===== config.mk =====
export PLATFORM = sky130hd
export DESIGN_NAME = if_filter_cal_sequencer_flat
export DESIGN_NICKNAME = d
export VERILOG_FILES = /design/src/if_cal_pkg.sv /design/src/if_cal_link.sv /design/src/if_filter_cal_sequencer.sv /design/src/flat_wrapper.sv
export SDC_FILE = /design/constraint.sdc
export NUM_CORES = 1
export LEC_CHECK = 0
export BUFFER_PORTS_ARGS = -buffer_cell sky130_fd_sc_hd__buf_2
export CAP_MARGIN = 5
export CORE_ASPECT_RATIO = 0.5
export CORE_MARGIN = 10
export CORE_UTILIZATION = 60
export DETAILED_ROUTE_END_ITERATION = 16
export PLACE_DENSITY = 0.83
export RECOVER_POWER = 25
export SKIP_LAST_GASP = 1
export SLEW_MARGIN = 10
export SYNTH_ARGS = -nofsm -noshare
export SYNTH_HDL_FRONTEND = slang
export SYNTH_SLANG_ARGS = --single-unit

===== constraint.sdc =====
create_clock -name clk_sys -period 5.2 [get_ports clk_sys]
set_input_delay 0.52 -clock clk_sys [delete_from_list [all_inputs] [get_ports clk_sys]]
set_output_delay 0.52 -clock clk_sys [all_outputs]
set_load 0.02 [all_outputs]

===== src/if_cal_pkg.sv =====
// Purpose: shared constants for the if filter calibration sequencer pair
// Assumes: device register words carry their address in bits 3:0
// Notes: bit positions are those of the device register words
package if_cal_pkg;
  // device register addresses (low four bits of a register word)
  localparam logic [3:0] DEV_REG_MUX = 4'h0;
  localparam logic [3:0] DEV_REG_CAL = 4'h5;
  localparam logic [3:0] DEV_REG_TONE = 4'h6;
  // register 5 fields
  localparam int COARSE_START_BIT = 4;
  localparam int CAL_DIV_LSB = 5;
  localparam int CAL_DIV_W = 9;
  localparam int MANUAL_ADJ_LSB = 14;
  localparam int ADJ_W = 6;
  // register 6 fields
  localparam int FINE_EN_BIT = 4;
  localparam int LOWER_TONE_LSB = 5;
  localparam int UPPER_TONE_LSB = 13;
  localparam int TONE_W = 8;
  localparam int DWELL_LSB = 21;
  localparam int DWELL_W = 10;
  // register 0 field: status output select
  localparam int MUX_SEL_LSB = 29;
  localparam logic [2:0] MUX_SEL_CAL_DONE = 3'h1;
  localparam logic [2:0] MUX_SEL_CAL_BUSY = 3'h2;
  // calibration timing
  localparam int COARSE_TIME_US = 200;
  localparam int CAL_CLK_KHZ = 50;
  localparam int COARSE_TICKS = COARSE_TIME_US * CAL_CLK_KHZ / 1000;
  localparam int FINE_STEPS = 10;
  localparam int RSSI_W = 7;
  localparam int RB_W = 16;
  // controller register byte offsets
  localparam logic [7:0] OFS_CTRL = 8'h00;
  localparam logic [7:0] OFS_CFG_DIV = 8'h04;
  localparam logic [7:0] OFS_CFG_TONE = 8'h08;
  localparam logic [7:0] OFS_STATUS = 8'h0c;
  localparam logic [7:0] OFS_INT_STATUS = 8'h10;
  localparam logic [7:0] OFS_INT_CLEAR = 8'h14;
  localparam logic [7:0] OFS_INT_ENABLE = 8'h18;
  localparam int INT_W = 2;
  localparam int INT_CAL_DONE = 0;
  localparam int INT_RB_DONE = 1;
endpackage : if_cal_pkg


===== src/if_cal_link.sv =====
// Purpose: register and status link between controller and sequencer
// Assumes: one clock domain, controller drives register words
// Notes: parallel stand-in for the serial programming port
`timescale 1ns/1ps
interface if_cal_link;
  logic reg_wr;
  logic [31:0] reg_word;
  logic rb_req;
  logic rb_valid;
  logic [15:0] rb_data;
  logic status_mux_output;
  modport device (
    input reg_wr, reg_word, rb_req,
    output rb_valid, rb_data, status_mux_output
  );
  modport host (
    output reg_wr, reg_word, rb_req,
    input rb_valid, rb_data, status_mux_output
  );
endinterface : if_cal_link


===== src/if_filter_cal_sequencer.sv =====
// Purpose: on-chip if filter calibration sequencer (coarse then fine)
// Assumes: clk_sys stands for the crystal; rssi_level is a settled level
// Notes: coarse step is timed only, the analog trim acts on coarse_active
//
// The APB interface to the registers and the register addresses were left to the implementer.
`timescale 1ns/1ps
module if_filter_cal_sequencer
  import if_cal_pkg::*;
(
  // clock and reset
  input wire logic clk_sys,
  input wire logic reset_n,
  // link to the controller
  if_cal_link.device link,
  // analog side
  input wire logic [RSSI_W-1:0] rssi_level,
  output logic [ADJ_W-1:0] filter_centre_adjust,
  output logic [TONE_W-1:0] tone_divide,
  output logic tone_enable,
  output logic lna_detach,
  output logic coarse_active
);

  typedef enum logic [2:0] {
    ST_IDLE = 3'b000,
    ST_COARSE = 3'b001,
    ST_TONE_LO = 3'b010,
    ST_TONE_HI = 3'b011,
    ST_ADJUST = 3'b100
  } seq_state_e;

  // saturating step of the centre code
  function automatic logic [ADJ_W-1:0] step_adj(
    input logic [ADJ_W-1:0] cur,
    input logic up
  );
    if (up) begin
      step_adj = (&cur) ? cur : cur + 1'b1;
    end else begin
      step_adj = (cur == '0) ? cur : cur - 1'b1;
    end
  endfunction : step_adj

  seq_state_e state;
  logic [31:0] reg_mux;
  logic [31:0] reg_cal;
  logic [31:0] reg_tone;
  logic [CAL_DIV_W-1:0] div_cnt;
  logic seq_tick;
  logic [DWELL_W-1:0] dwell_cnt;
  logic [3:0] step_cnt;
  logic [RSSI_W-1:0] rssi_lo;
  logic cal_done;
  logic [ADJ_W-1:0] fine_result;
  logic start;
  logic [CAL_DIV_W-1:0] cal_div;
  logic [DWELL_W-1:0] dwell;
  logic [DWELL_W-1:0] half_dwell;

  assign cal_div = reg_cal[CAL_DIV_LSB +: CAL_DIV_W];
  assign dwell = reg_tone[DWELL_LSB +: DWELL_W];
  assign half_dwell = (dwell >> 1) == '0 ? DWELL_W'(1) : dwell >> 1;
  assign start = link.reg_wr && state == ST_IDLE
    && link.reg_word[3:0] == DEV_REG_CAL
    && link.reg_word[COARSE_START_BIT];

  // register latches; words arriving mid-calibration are dropped
  always_ff @(posedge clk_sys) begin
    if (!reset_n) begin
      reg_mux <= '0;
      reg_cal <= '0;
      reg_tone <= '0;
    end else if (link.reg_wr && state == ST_IDLE) begin
      case (link.reg_word[3:0])
        DEV_REG_MUX: reg_mux <= link.reg_word;
        DEV_REG_CAL: reg_cal <= link.reg_word;
        DEV_REG_TONE: reg_tone <= link.reg_word;
        default: ;
      endcase
    end
  end

  // calibration clock divider, one tick per divider count
  always_ff @(posedge clk_sys) begin
    if (!reset_n || state == ST_IDLE) begin
      div_cnt <= '0;
      seq_tick <= 1'b0;
    end else if (div_cnt + 1'b1 >= cal_div) begin
      div_cnt <= '0;
      seq_tick <= 1'b1;
    end else begin
      div_cnt <= div_cnt + 1'b1;
      seq_tick <= 1'b0;
    end
  end

  // sequence control
  always_ff @(posedge clk_sys) begin
    if (!reset_n) begin
      state <= ST_IDLE;
      dwell_cnt <= '0;
      step_cnt <= '0;
    end else begin
      case (state)
        ST_IDLE: begin
          dwell_cnt <= '0;
          step_cnt <= '0;
          if (start) begin
            state <= ST_COARSE;
          end
        end
        ST_COARSE: begin
          if (seq_tick) begin
            if (dwell_cnt == DWELL_W'(COARSE_TICKS - 1)) begin
              dwell_cnt <= '0;
              state <= reg_tone[FINE_EN_BIT] ? ST_TONE_LO : ST_IDLE;
            end else begin
              dwell_cnt <= dwell_cnt + 1'b1;
            end
          end
        end
        ST_TONE_LO, ST_TONE_HI: begin
          if (seq_tick) begin
            if (dwell_cnt + 1'b1 >= half_dwell) begin
              dwell_cnt <= '0;
              state <= (state == ST_TONE_LO) ? ST_TONE_HI : ST_ADJUST;
            end else begin
              dwell_cnt <= dwell_cnt + 1'b1;
            end
          end
        end
        ST_ADJUST: begin
          if (step_cnt == 4'(FINE_STEPS - 1)) begin
            state <= ST_IDLE;
          end else begin
            step_cnt <= step_cnt + 1'b1;
            state <= ST_TONE_LO;
          end
        end
        default: state <= ST_IDLE;
      endcase
    end
  end

  // tone measurements and centre correction
  always_ff @(posedge clk_sys) begin
    if (!reset_n) begin
      rssi_lo <= '0;
      filter_centre_adjust <= '0;
    end else if (start) begin
      filter_centre_adjust <= link.reg_word[MANUAL_ADJ_LSB +: ADJ_W];
    end else if (state == ST_TONE_LO && seq_tick
        && dwell_cnt + 1'b1 >= half_dwell) begin
      rssi_lo <= rssi_level;
    end else if (state == ST_TONE_HI && seq_tick
        && dwell_cnt + 1'b1 >= half_dwell && rssi_lo != rssi_level) begin
      // stronger lower tone means the centre sits low
      filter_centre_adjust <= step_adj(filter_centre_adjust,
        rssi_lo > rssi_level);
    end
  end

  // analog side controls
  always_ff @(posedge clk_sys) begin
    if (!reset_n) begin
      tone_enable <= 1'b0;
      tone_divide <= '0;
      lna_detach <= 1'b0;
      coarse_active <= 1'b0;
    end else begin
      coarse_active <= state == ST_COARSE;
      tone_enable <= state == ST_TONE_LO || state == ST_TONE_HI;
      lna_detach <= state == ST_TONE_LO || state == ST_TONE_HI
        || state == ST_ADJUST;
      tone_divide <= (state == ST_TONE_HI)
        ? reg_tone[UPPER_TONE_LSB +: TONE_W]
        : reg_tone[LOWER_TONE_LSB +: TONE_W];
    end
  end

  // completion flag and stored fine result
  always_ff @(posedge clk_sys) begin
    if (!reset_n) begin
      cal_done <= 1'b0;
      fine_result <= '0;
    end else if (start) begin
      cal_done <= 1'b0;
    end else if (state == ST_ADJUST && step_cnt == 4'(FINE_STEPS - 1)) begin
      cal_done <= 1'b1;
      fine_result <= filter_centre_adjust;
    end else if (state == ST_COARSE && seq_tick && !reg_tone[FINE_EN_BIT]
        && dwell_cnt == DWELL_W'(COARSE_TICKS - 1)) begin
      cal_done <= 1'b1;
    end
  end

  // status output multiplexer
  always_ff @(posedge clk_sys) begin
    if (!reset_n) begin
      link.status_mux_output <= 1'b0;
    end else begin
      case (reg_mux[MUX_SEL_LSB +: 3])
        MUX_SEL_CAL_DONE: link.status_mux_output <= cal_done;
        MUX_SEL_CAL_BUSY: link.status_mux_output <= state != ST_IDLE;
        default: link.status_mux_output <= 1'b0;
      endcase
    end
  end

  // readback of the fine result, answered one cycle after the request
  always_ff @(posedge clk_sys) begin
    if (!reset_n) begin
      link.rb_valid <= 1'b0;
      link.rb_data <= '0;
    end else begin
      link.rb_valid <= link.rb_req;
      if (link.rb_req) begin
        link.rb_data <= {{(RB_W - ADJ_W){1'b0}}, fine_result};
      end
    end
  end

endmodule : if_filter_cal_sequencer


===== src/flat_wrapper.sv =====
// flat-port wrapper written by rule: the top's interface ports become plain ports
module if_filter_cal_sequencer_flat import if_cal_pkg::*;
  (clk_sys, reset_n, rssi_level, filter_centre_adjust, tone_divide, tone_enable, lna_detach, coarse_active, link_reg_wr, link_reg_word, link_rb_req, link_rb_valid, link_rb_data, link_status_mux_output);
  if_cal_link link_i ();
  input wire logic clk_sys;
  input wire logic reset_n;
  input wire logic [RSSI_W-1:0] rssi_level;
  output logic [ADJ_W-1:0] filter_centre_adjust;
  output logic [TONE_W-1:0] tone_divide;
  output logic tone_enable;
  output logic lna_detach;
  output logic coarse_active;
  input wire logic [$bits(link_i.reg_wr)-1:0] link_reg_wr;
  input wire logic [$bits(link_i.reg_word)-1:0] link_reg_word;
  input wire logic [$bits(link_i.rb_req)-1:0] link_rb_req;
  output wire logic [$bits(link_i.rb_valid)-1:0] link_rb_valid;
  output wire logic [$bits(link_i.rb_data)-1:0] link_rb_data;
  output wire logic [$bits(link_i.status_mux_output)-1:0] link_status_mux_output;
  assign link_i.reg_wr = link_reg_wr;
  assign link_i.reg_word = link_reg_word;
  assign link_i.rb_req = link_rb_req;
  assign link_rb_valid = link_i.rb_valid;
  assign link_rb_data = link_i.rb_data;
  assign link_status_mux_output = link_i.status_mux_output;
  if_filter_cal_sequencer u_core (.clk_sys(clk_sys), .reset_n(reset_n), .link(link_i), .rssi_level(rssi_level), .filter_centre_adjust(filter_centre_adjust), .tone_divide(tone_divide), .tone_enable(tone_enable), .lna_detach(lna_detach), .coarse_active(coarse_active));
endmodule

==> out/results.ini <==
[run_status]
outcome=complete, but fails checks
violations=max-capacitance violations, max-slew violations

[sta]
relSlewSlack_pct=-95.1
hold_viol_final=0
worst_pin_slew_ns=2.93
tns_ns=0
rsz0062_at_grt=no
period_share_pct=74.1
finalSetupViolCount=0
fin_skew_ns=0.00842
holdWs_ns=0.402
max_freq_mhz=259
finalMaxSlewViolations=68
finalCriticalPeriod_ns=3.85
finalWorstSetupSlack_ns=1.35

[route]
wl_per_cell_um=15.4
dr_total_vias=4453
routed_wl_um=12200
drc=0
postRouteAntennaNets=0
vias_per_cell=5.60
drt-pass1-iter-count=5
dr.first_iter.drc_count=332

[grt]
grt_pass1_vias=4265
overflow=0
grt_max_degree=68
antenna_found_initial=0
grt_pass1_wl_um=20200
grtUsageTotal_pct=19.0

[cts]
htree_levels=3
cts_root_buffer=clkbuf_16
numClockSinks=104
ctsResizeCount=0
cts_tree=yes
post_cts_buffers=0
cts-buffers-inserted=9
cts_hold_buf=0
clkTransAtPathRegs_ns=0.07
clockBufferDepth=2
clk-insertion-delay-late_ns=0.35

[placement]
portBuffers=66
post-place-ws_ns=1.61
dp_hpwl_um=8830
placed_cells=780
gp_congestion=0.881

[die]
ios=78
initial_core_util_pct=63.3
die_w_um=152
dieArea_um2=13000
dieHeight_um=85.8
row_count=23
coreArea_um2=8200

[critical_path]
path_delay_family=buffers and inverters
critical_path_class=input port to flip-flop
critPathCaptureType=flip-flop
cp_slowest_cell=clkbuf_1
arrival_ns=4.07
cp-start-kind=input port
path_cells=clkbuf_1 -> inv_1 -> clkbuf_1 -> or3_1 -> mux2i_1
cp_common_cell=clkbuf_1
max_stage_delay_ns=2.10
required_ns=5.41
path_buf_inv=3
worstPathMaxFanout=67

[synthesis]
synthCells=632
synth.yosys.seq_area_share_pct=40.1
syn_area_um2=5190
synth_top_area_share_pct=40.1
ys_ff_latch=104
ys.flop_type=dfxtp_1
synth_cell_type_count=58
ys_warn_count=0
syn_avg_cell_area_um2=8.21
synthTopCellsByArea=dfxtp_1 40%, ha_1 8.2%, nand2_1 8.0%, a21oi_1 6.8%, mux2i_1 5.2%
synthArstFlopShare_pct=0
synth_edf_count=0
synth_area_leader_cell=dfxtp_1

[finish]
n_antenna_cell=0
layout-drive-gt1-share_pct=9.37
final_cells=795
nets=757
areaGrowthSynthToFinish_pct=10.7

[hold_path]
hold_path_class=input port to flip-flop

[pwr]
power.density_nw_per_um2=267
ir_drop_mv=0.172
p_leak_nw=2.29

[flow_run]
max_cap_viol_count=1

[synthesized netlist by cell type, types with 5 or more instances]
library cell  count
a21o_1            7
a21oi_1          71
a311oi_1          6
and2_1            7
and3_1            5
buf_2             6
buf_4            11
clkbuf_1         22
dfxtp_1         104
ha_1             34
inv_1            32
mux2i_1          27
nand2_1         110
nand2b_1          6
nand3_1          24
nor2_1           50
nor3_1            9
o211ai_1          5
o21ai_0          16
xnor2_1          11
xor2_1            7
[sequential cells by signal, indices dropped and copies added, names as in the netlist]
name / flops
u_core.div_cnt: 9
u_core.fine_result: 6
u_core.state: 3
u_core.reg_tone: 26
u_core.tone_enable: 1
u_core.link.rb_data: 6
u_core.reg_cal: 9
u_core.link.rb_valid: 1
u_core.step_cnt: 4
u_core.coarse_active: 1
u_core.cal_done: 1
u_core.filter_centre_adjust: 6
u_core.dwell_cnt: 10
u_core.lna_detach: 1
u_core.rssi_lo: 7
u_core.seq_tick: 1
u_core.reg_mux: 3
u_core.link.status_mux_output: 1
u_core.tone_divide: 8
[metrics by stage]
stage	power, W	utilization [%]	instance area (um2)
after floorplan	0.000881	-	5230
after detailed placement	0.000906	67.1	5500
after global routing	0.00160	70.1	5750
after global placement	0.000905	67.1	5500
after CTS	0.00154	70.5	5780
final	0.00154	70.1	5750
[logic make-up (layout without fill, tap and decap cells)]
kind of cell	count (synthesis)	count (layout)	synth area share [%]
XOR/XNOR	18	18	3.04
flip-flops	104	104	40.1
adder cells (fa/ha/maj)	35	35	8.58
multiplexers	27	27	5.21
other	1	10	0.0722
AND/OR/NAND/NOR	244	244	21.6
buffers and inverters	73	115	6.22
AO/OA/AOI/OAI	130	130	15.2
[worst paths after layout]
check                                                      start                                  endpoint  slack (ns)  cells after the start
worst max-delay path                                     reset_n              u_core.state[0]$_SDFFE_PN0P_        1.35                      5
worst min-delay path                           link_reg_word[23]          u_core.reg_tone[23]$_SDFFE_PN0P_        0.40                      3
worst min register to register   u_core.reg_mux[31]$_SDFFE_PN0P_  u_core.link.status_mux_output$_SDFF_PN0_        0.45                      1
worst max register to register  u_core.dwell_cnt[0]$_SDFFE_PN0P_          u_core.dwell_cnt[6]$_SDFFE_PN0P_        1.56                     11
[final cells by class]
class,count,area (um2)
Tap cell,112,140
Fill cell,681,2450
Timing Repair Buffer,67,302
Multi-Input combinational cell,464,2820
Clock buffer,10,239
Sequential cell,104,2080
Clock inverter,5,40.0
Inverter,33,124
[power breakdown]
group	leakage, nW	switching (W)	internal (W)
Clock	0.140	0.000305	0.000341
Combinational	1.31	0.0000561	0.0000286
Sequential	0.839	0.00000376	0.000801
Total	2.29	0.000365	0.00117
[worst register-to-register path, stage by stage (launching register included)]
cell,delay [ns]
dfxtp_1,0.44
ha_1,0.28
nand3_1,0.16
or2_2,0.35
nor2_1,0.14
xor2_1,0.26
ha_1,0.31
a21oi_1,0.19
nand3_1,0.15
a211oi_1,0.86
o21ai_1,0.17
o211ai_1,0.24
[placed cells by master (no fill, tap or decap), types with 3 or more instances in the layout]
cell type | netlist | final
o21bai_1 | 4 | 4
nand3_1 | 24 | 24
o2111ai_1 | 3 | 3
conb_1 | 1 | 10
a21oi_1 | 71 | 71
dfxtp_1 | 104 | 104
clkbuf_16 | 0 | 9
and3_1 | 5 | 5
nand2b_1 | 6 | 6
and2_1 | 7 | 7
xor2_1 | 7 | 7
or2_2 | 4 | 4
nor3_1 | 9 | 9
nor2_1 | 50 | 50
nor2b_1 | 3 | 3
or3_1 | 4 | 4
a31oi_1 | 3 | 3
o21ai_0 | 16 | 16
inv_1 | 32 | 33
inv_6 | 0 | 3
buf_2 | 6 | 40
nand2_1 | 110 | 110
xnor2_1 | 11 | 11
clkbuf_1 | 22 | 27
a211oi_1 | 3 | 3
ha_1 | 34 | 34
mux2i_1 | 27 | 27
o211ai_1 | 5 | 5
a21o_1 | 7 | 7
a311oi_1 | 6 | 6
nand4_1 | 4 | 4
[per-layer routing]
metal,up-vias,global-route usage (%),share of wire [%]
met4,0,5.77,1.4
li1,2237,-,-
met5,-,0,0
met3,16,5.50,5.8
met1,2072,23.4,45
met2,128,31.4,48
No activity file was read; power rests on OpenSTA's default activity.
